### src/swl_pkg.sv
// constants and carrier types for the system register write lock
// assumes one bus clock shared by every user of these definitions
package swl_pkg;

  localparam int unsigned DATA_W = 32;
  localparam int unsigned PROT_COUNT = 9;
  localparam int unsigned IDX_W = 4;

  localparam logic [31:0] KEY_FIRST = 32'hAA996655;
  localparam logic [31:0] KEY_SECOND = 32'h556699AA;
  localparam logic [31:0] PROT_RESET = 32'h00000000;
  localparam logic [31:0] KEY_READ_LOCKED = 32'h00000000;
  localparam logic [31:0] KEY_READ_UNLOCKED = 32'h00000001;

  // slot numbers of the protected set inside the store
  localparam logic [3:0] IDX_OSCILLATOR_CONTROL = 4'h0;
  localparam logic [3:0] IDX_PLL_CONTROL = 4'h1;
  localparam logic [3:0] IDX_FAST_RC_TUNING = 4'h2;
  localparam logic [3:0] IDX_MODULE_DISABLE_CONTROL = 4'h3;
  localparam logic [3:0] IDX_SOFTWARE_RESET_TRIGGER = 4'h4;
  localparam logic [3:0] IDX_PIN_SELECT_CONFIG = 4'h5;
  localparam logic [3:0] IDX_NMI_CONTROL = 4'h6;
  localparam logic [3:0] IDX_POWER_CONTROL = 4'h7;
  localparam logic [3:0] IDX_CALENDAR_CONTROL_ONE = 4'h8;

  typedef enum logic [1:0] {
    ST_LOCKED,
    ST_KEY_ONE_SEEN,
    ST_UNLOCKED
  } swl_state_type;

  typedef struct packed {
    logic valid;
    logic [3:0] idx;
    logic [31:0] data;
  } swl_wreq_type;

endpackage

### src/swl_store.sv
// storage for the protected registers, parallel outputs plus a registered read port
// assumes writes arrive already qualified by the lock
module swl_store #(
  parameter int unsigned N = 9,
  parameter int unsigned W = 32,
  parameter int unsigned IW = 4
) (
  input wire logic clk, // bus clock
  input wire logic rst_n, // synchronous reset, low active
  input wire logic wr_en, // qualified write
  input wire logic [IW-1:0] wr_idx, // write slot
  input wire logic [W-1:0] wr_data, // write data
  input wire logic rd_en, // read request
  input wire logic [IW-1:0] rd_idx, // read slot
  output logic [W-1:0] rd_data, // registered read data
  output logic [N*W-1:0] regs // all slots, slot 0 in low bits
);

  logic [W-1:0] mem [N];
  logic [W-1:0] next_mem [N];
  logic [W-1:0] next_rd_data;

  if (N < 1 || N > (1 << IW)) begin : g_bad_n
    $error("swl_store: N does not fit the index width");
  end

  always_comb begin
    for (int i = 0; i < N; i++) begin
      next_mem[i] = mem[i];
    end
    if (wr_en && (int'(wr_idx) < N)) begin
      next_mem[wr_idx] = wr_data;
    end
    next_rd_data = rd_data;
    if (rd_en) begin
      // out of range slots read as zero
      next_rd_data = (int'(rd_idx) < N) ? mem[rd_idx] : '0;
    end
  end

  always_ff @(posedge clk) begin
    if (!rst_n) begin
      for (int i = 0; i < N; i++) begin
        mem[i] <= W'(swl_pkg::PROT_RESET);
      end
      rd_data <= '0;
    end else begin
      for (int i = 0; i < N; i++) begin
        mem[i] <= next_mem[i];
      end
      rd_data <= next_rd_data;
    end
  end

  always_comb begin
    for (int i = 0; i < N; i++) begin
      regs[i*W +: W] = mem[i];
    end
  end

endmodule // swl_store

### src/swl_lock.sv
// write lock in front of the critical system control registers
// assumes a single bus master on I_MCLK presenting one-cycle write strobes
//
// How it works
// [RQ1] protected writes are dropped while locked; contents stay unchanged
// [RQ2] exact pair first key then second key, back to back, unlocks
// [RQ3] software writes the target register after the pair; accepted while unlocked
// [RQ4] key register write of a non-key value relocks
// [RQ5] software should mask interrupts so nothing splits the two key writes
// [RQ6] key register reads 0 when locked, 1 when unlocked
// [RQ7] nine slots: oscillator, pll, rc tuning, disable, reset, pins, nmi, power, calendar
// [RQ8] an out-of-order key write while locked returns to waiting for the first key; while unlocked, key words keep it open
module swl_lock #(
  parameter int unsigned PROT_N = swl_pkg::PROT_COUNT
) (
  input wire logic I_MCLK, // bus clock, 100 MHz
  input wire logic I_RSTN, // synchronous reset, low active
  input wire logic I_KEY_WR, // key register write strobe
  input wire logic [31:0] I_KEY_WDATA, // key register write data
  input wire swl_pkg::swl_wreq_type I_PROT_WR, // protected register write request
  input wire logic I_OTHER_WR, // write to any unrelated register
  input wire logic I_PROT_RD, // protected register read strobe
  input wire logic [3:0] I_PROT_RD_IDX, // protected register read slot
  output logic [31:0] O_KEY_RDATA, // key register read value, lock status
  output logic O_LOCKED, // lock engaged
  output logic [31:0] O_PROT_RDATA, // protected register read data
  output logic O_PROT_DROPPED, // protected write refused in the previous cycle
  output logic [PROT_N*32-1:0] O_PROT_REGS // protected contents, slot 0 low
);

  // views of the incoming bus writes
  logic key_wr;
  logic [31:0] key_wdata;
  logic prot_wr_valid;
  logic [3:0] prot_wr_idx;
  logic [31:0] prot_wr_data;
  logic other_wr;
  logic key_first_hit;
  logic key_second_hit;
  logic key_word_hit;
  logic pair_breaker;
  logic slot_known;

  // sequence tracker
  swl_pkg::swl_state_type state;
  swl_pkg::swl_state_type next_state;

  // status seen by software
  logic locked;
  logic next_locked;
  logic [31:0] key_rdata;
  logic [31:0] next_key_rdata;

  // refused write report
  logic prot_accept;
  logic store_wr;
  logic dropped;
  logic next_dropped;

  function automatic logic is_first_key(input logic [31:0] word);
    return word == swl_pkg::KEY_FIRST;
  endfunction

  function automatic logic is_second_key(input logic [31:0] word);
    return word == swl_pkg::KEY_SECOND;
  endfunction

  function automatic logic is_key_word(input logic [31:0] word);
    return is_first_key(word) || is_second_key(word);
  endfunction

  // status word for a lock level, never the last written value
  function automatic logic [31:0] status_word(input logic is_locked);
    return is_locked ? swl_pkg::KEY_READ_LOCKED : swl_pkg::KEY_READ_UNLOCKED;
  endfunction

  // the nine registers behind the lock, one store slot each
  function automatic logic is_protected_slot(input logic [3:0] idx);
    logic hit;
    hit = 1'b0;
    case (idx)
      swl_pkg::IDX_OSCILLATOR_CONTROL,
      swl_pkg::IDX_PLL_CONTROL,
      swl_pkg::IDX_FAST_RC_TUNING,
      swl_pkg::IDX_MODULE_DISABLE_CONTROL,
      swl_pkg::IDX_SOFTWARE_RESET_TRIGGER,
      swl_pkg::IDX_PIN_SELECT_CONFIG,
      swl_pkg::IDX_NMI_CONTROL,
      swl_pkg::IDX_POWER_CONTROL,
      swl_pkg::IDX_CALENDAR_CONTROL_ONE: begin
        hit = 1'b1;
      end
      default: begin
        hit = 1'b0;
      end
    endcase
    return hit;
  endfunction

  if (PROT_N != swl_pkg::PROT_COUNT) begin : g_bad_n
    $error("swl_lock: protected set must hold exactly nine registers");
  end

  if (swl_pkg::DATA_W != 32) begin : g_bad_w
    $error("swl_lock: key and status words are 32 bits wide");
  end

  if ((1 << swl_pkg::IDX_W) < PROT_N) begin : g_bad_idx
    $error("swl_lock: slot index too narrow for the protected set");
  end

  if (int'(swl_pkg::IDX_CALENDAR_CONTROL_ONE) >= PROT_N) begin : g_bad_slot
    $error("swl_lock: named slots do not fit the protected set");
  end

  if (swl_pkg::KEY_FIRST == swl_pkg::KEY_SECOND) begin : g_bad_keys
    $error("swl_lock: the two key words must differ");
  end

  if (swl_pkg::KEY_READ_LOCKED == swl_pkg::KEY_READ_UNLOCKED) begin : g_bad_status
    $error("swl_lock: locked and unlocked status must differ");
  end

  always_comb begin
    key_wr = I_KEY_WR;
    key_wdata = I_KEY_WDATA;
    prot_wr_valid = I_PROT_WR.valid;
    prot_wr_idx = I_PROT_WR.idx;
    prot_wr_data = I_PROT_WR.data;
    other_wr = I_OTHER_WR;
    key_first_hit = key_wr && is_first_key(key_wdata);
    key_second_hit = key_wr && is_second_key(key_wdata);
    key_word_hit = key_wr && is_key_word(key_wdata);
    // any write in a cycle without a key write splits a half-done pair
    pair_breaker = !key_wr && (prot_wr_valid || other_wr);
    slot_known = is_protected_slot(prot_wr_idx); // [RQ7]
  end

  // judged against the current state, so a write in the relocking cycle still lands
  assign prot_accept = prot_wr_valid && (state == swl_pkg::ST_UNLOCKED); // [RQ1] [RQ3]
  // unknown slots are ignored; while unlocked they raise no refusal pulse
  assign store_wr = prot_accept && slot_known; // [RQ7]

  always_comb begin
    next_state = state;
    unique case (state)
      swl_pkg::ST_LOCKED: begin
        // stray second keys and data words leave the lock alone
        if (key_first_hit) begin
          next_state = swl_pkg::ST_KEY_ONE_SEEN; // [RQ2]
        end
      end
      swl_pkg::ST_KEY_ONE_SEEN: begin
        if (key_second_hit) begin
          next_state = swl_pkg::ST_UNLOCKED; // [RQ2]
        end else if (key_wr || pair_breaker) begin
          // a repeated first key also restarts; only the second key advances
          next_state = swl_pkg::ST_LOCKED; // [RQ2] [RQ8]
        end
      end
      swl_pkg::ST_UNLOCKED: begin
        // key words keep it open, so a repeated pair is harmless
        if (key_wr && !key_word_hit) begin
          next_state = swl_pkg::ST_LOCKED; // [RQ4]
        end
      end
    endcase
  end

  always_ff @(posedge I_MCLK) begin
    if (!I_RSTN) begin
      state <= swl_pkg::ST_LOCKED;
    end else begin
      state <= next_state;
    end
  end

  // status follows the next state so it answers one cycle after the key write
  always_comb begin
    next_locked = (next_state != swl_pkg::ST_UNLOCKED);
    next_key_rdata = status_word(next_locked); // [RQ6]
  end

  always_ff @(posedge I_MCLK) begin
    if (!I_RSTN) begin
      locked <= 1'b1;
      key_rdata <= swl_pkg::KEY_READ_LOCKED;
    end else begin
      locked <= next_locked;
      key_rdata <= next_key_rdata;
    end
  end

  always_comb begin
    next_dropped = prot_wr_valid && !prot_accept; // [RQ1]
  end

  always_ff @(posedge I_MCLK) begin
    if (!I_RSTN) begin
      dropped <= 1'b0;
    end else begin
      dropped <= next_dropped;
    end
  end

  assign O_KEY_RDATA = key_rdata; // [RQ6]
  assign O_LOCKED = locked;
  assign O_PROT_DROPPED = dropped;

  swl_store #(
    .N(PROT_N),
    .W(swl_pkg::DATA_W),
    .IW(swl_pkg::IDX_W)
  ) u_store (
    .clk(I_MCLK),
    .rst_n(I_RSTN),
    .wr_en(store_wr), // [RQ7]
    .wr_idx(prot_wr_idx),
    .wr_data(prot_wr_data),
    .rd_en(I_PROT_RD),
    .rd_idx(I_PROT_RD_IDX),
    .rd_data(O_PROT_RDATA),
    .regs(O_PROT_REGS)
  );

endmodule // swl_lock

### config.mk
export PLATFORM = sky130hd
export DESIGN_NAME = swl_lock
export DESIGN_NICKNAME = d
export VERILOG_FILES = /design/src/swl_pkg.sv /design/src/swl_store.sv /design/src/swl_lock.sv
export SDC_FILE = /design/constraint.sdc
export NUM_CORES = 1
export LEC_CHECK = 0
export BUFFER_PORTS_ARGS = -buffer_cell sky130_fd_sc_hd__clkbuf_2
export CORE_AREA = 2 2 173 175
export CTS_CLUSTER_SIZE = 10
export DETAILED_ROUTE_END_ITERATION = 6
export DIE_AREA = 0 0 175 177
export HOLD_SLACK_MARGIN = 0.02
export PLACE_DENSITY = 0.82
export SYNTH_ARGS = -nofsm -noshare
export SYNTH_HDL_FRONTEND = slang
export SYNTH_HIERARCHICAL = 1
export SYNTH_SLANG_ARGS = --single-unit
### constraint.sdc
create_clock -name I_MCLK -period 2.7 [get_ports I_MCLK]
set_clock_uncertainty 0.15 [all_clocks]
set_input_delay 0 -clock I_MCLK [delete_from_list [all_inputs] [get_ports I_MCLK]]
set_output_delay 0 -clock I_MCLK [all_outputs]
set_load 0.005 [all_outputs]
==> impl_results.md <==
* Die H at about 180 um
* Maxcap violations at 0
* Max FO, Critical Path at 14
* GPL Wtd Cong at 0.907
* Crit path DAT at about 2.8 ns
* Rel. slew slack at 0.374
* Failing checks: design-rule violations
* Post-synthesis sequential area ratio at 0.437
* DR pass1 iterations at 7
* Vias at ~15000
* Status: complete, but fails checks
* RSZ-0062 raised after global routing: no
* Drt initial violations at about 1700
* Largest net degree at the start of global routing at 155
* Worst Hold Class: input port to flip-flop
* Initial core utilization at 0.509
* # clock sinks at approximately 330
* Post CTS Setup Buffer Count at 0
* Leak at between 7 and 8 nW
* Vias per std cell at between 5 and 6
* Final Power at roughly 0.0099 W
* Initial antenna violation count at 0
* Num CTS Buffers at 38
* Fin crit period at around 2.5 ns
* # diodes at 0
* VDD IR max at 359 uV
* Core area at 0.0292 mm2
* Final worst slack at about 0.23 ns
* Fmax at 405 MHz
* I/O Buffers at 400
* Antenna viol nets, final at 0
* CTS H-tree lvls at 2
* CP Data Required Time at 3.00 ns
* CTS tree: built
* Setup CP Type: flip-flop to flip-flop
* DRT Wirelength at around 56000 um
* Inst Count DP at 2461
* Unique masters post-synth at 49
* Final Hold Fails at 0
* Synth Warn # at 6
* Clk slew on worst S/H paths at roughly 0.06 ns
* Pwr per Cell Area at between 500 and 600 mW/mm2
* Final setup vio count at 0
* Drt wl/cell at approximately 22 um
* Fin crit share at 0.914
* DRC at 1
* Total negative slack at 0 ns
* Netlist Area Pre-Place at around 0.015 mm2
* Die area at about 0.031 mm2
* Final #Nets at ~2200
* Dpl ws at around 0.47 ns
* Non-filler cells, final at between 2000 and 3000
* Area Overhead vs Synth at 25.1%
* Rows at 63
* Maximum root-to-sink buffer count at 3
* Final Max Slew Viols at 0
* Die width at approximately 180 um
* Grt ovf at 0
* Actual slew at the worst max-slew pin at 0.939 ns
* Critical path capture point type: flip-flop
* Reg2Reg Setup Slack at between 0.2 and 0.25 ns
* Number of synthesized register bits at around 330
* Mapped Avg Cell Area at 8.34 um2
* First-pass GRT wire length at 83400 um
* Detailed Place HPWL at 37900 um
* Critical Path Source Type: flip-flop
* Skew-Pair Late Insertion Delay at around 0.52 ns
* Number of I/O pins at 432
* Number of global-route vias before repair at 14600
* Post-Syn Instances at roughly 1800
* # fillers at roughly 2400
* Root Driver: clkbuf_16
* Most frequent cells in the layout: nand2_1 (626), clkbuf_2 (398), dfxtp_1 (325)
* Most common cell after layout, fill and taps aside: nand2_1
* Tot GR Track Use at 0.347
* Share of cells above drive strength 1 at 0.259
[through the flow]
step,hold WS (ns),utilization,instance area (um2)
3_5_place_dp,0.110,0.586,17100
5_1_grt,0.0886,0.636,18600
3_3_place_gp,0.116,0.586,17100
4_1_cts,0.0339,0.636,18600
6_report,0.0573,0.636,18600
2_1_floorplan,-0.0362,-,15000
[flip-flops by register name (all words and copies together), names as in the netlist]
name and cells:
O_PROT_DROPPED 1, u_store/rd_data 32, u_store/mem 288, O_KEY_RDATA 1, state 2, O_LOCKED 1
[metal layers]
layer | vias to the layer above | GRT usage | wire (um)
li1 | 6646 | - | -
met1 | 7146 | 0.428 | 20400
met2 | 1020 | 0.573 | 26100
met3 | 226 | 0.0745 | 6310
met4 | 0 | 0.182 | 2890
met5 | - | 0 | 0
[power by group]
group | total [W] | switching (W) | internal, W | leakage [nW]
sequential | 0.00482 | 0.00000930 | 0.00481 | 2.62
clock | 0.00449 | 0.00192 | 0.00258 | 0.500
combinational | 0.000625 | 0.000374 | 0.000251 | 4.37
total | 0.00994 | 0.00230 | 0.00764 | 7.49
[critical path, cell delays in order (launching register included)]
cell	delay (ns)
dfxtp_1	0.38
ha_1	0.23
and3_1	0.26
nand2_1	0.16
nor4_4	0.18
buf_4	0.28
nand2_1	0.08
dlygate4sd3_1	0.57
a21boi_1	0.11
[layout make-up]
cell class              count  area [um2]  area share
inverters                   5        18.8     0.00101
flip-flops and latches    325        6510       0.350
well taps                 390         488      0.0262
clock buffers              44         995      0.0535
clock inverters             2        32.5     0.00175
repair buffers            501        2970       0.160
multi-input cells        1284        7600       0.408
[final timing paths]
path / start / end / cells after the start
min: I_PROT_WR[35] / u_store/mem[2][5] / 5
max reg2reg: state[1] / u_store/mem[2][11] / 8
max: state[1] / u_store/mem[2][11] / 8
min reg2reg: u_store/mem[3][31] / u_store/mem[3][31] / 2
[kinds of logic (layout without fill, tap and decap cells)]
family / count (synthesis) / count (layout) / synth area share
AOI/OAI and AO/OA: 394 / 394 / 0.190
adders and majority gates: 2 / 2 / 0.00168
buffers and inverters: 205 / 552 / 0.0637
DFF: 325 / 325 / 0.437
muxes: 99 / 99 / 0.0918
other: 1 / 31 / 0.000252
and+or+nand+nor: 758 / 758 / 0.215
[cells in the mapped netlist (all sizes together)]
master,instances,area share
nor4bb,1,0.00067
and3,2,0.00084
nand3b,3,0.0015
nand2,628,0.16
and2,2,0.00084
dfxtp,325,0.44
inv,5,0.0013
mux4,30,0.045
o21ai,19,0.0064
a311oi,1,0.00059
or2,1,0.00042
a2bb2oi,1,0.00059
nand3,1,0.00034
a31oi,1,0.00042
conb,1,0.00025
nor2b,1,0.00042
nor3b,1,0.00084
o211ai,1,0.00050
nor4b,18,0.011
and4bb,12,0.010
nand4,4,0.0017
mux2i,69,0.046
nor4,2,0.0017
and4,1,0.00059
o2bb2ai,16,0.0094
nand2b,5,0.0021
buf,76,0.031
and4b,1,0.00076
nor2,47,0.012
and3b,2,0.0012
ha,2,0.0017
a21oi,34,0.011
clkbuf,124,0.031
o22ai,17,0.0071
o31ai,2,0.0010
nor3,21,0.0074
a21boi,288,0.15
a22oi,14,0.0071
or3,3,0.0013
or4,1,0.00050
or4b,1,0.00067
[repair_timing]
action	4_1_cts	5_1_grt
hold endpoints to repair	299	0
hold buffers	44	0
resized for setup	0	0
(Power assumes the default switching activity.)
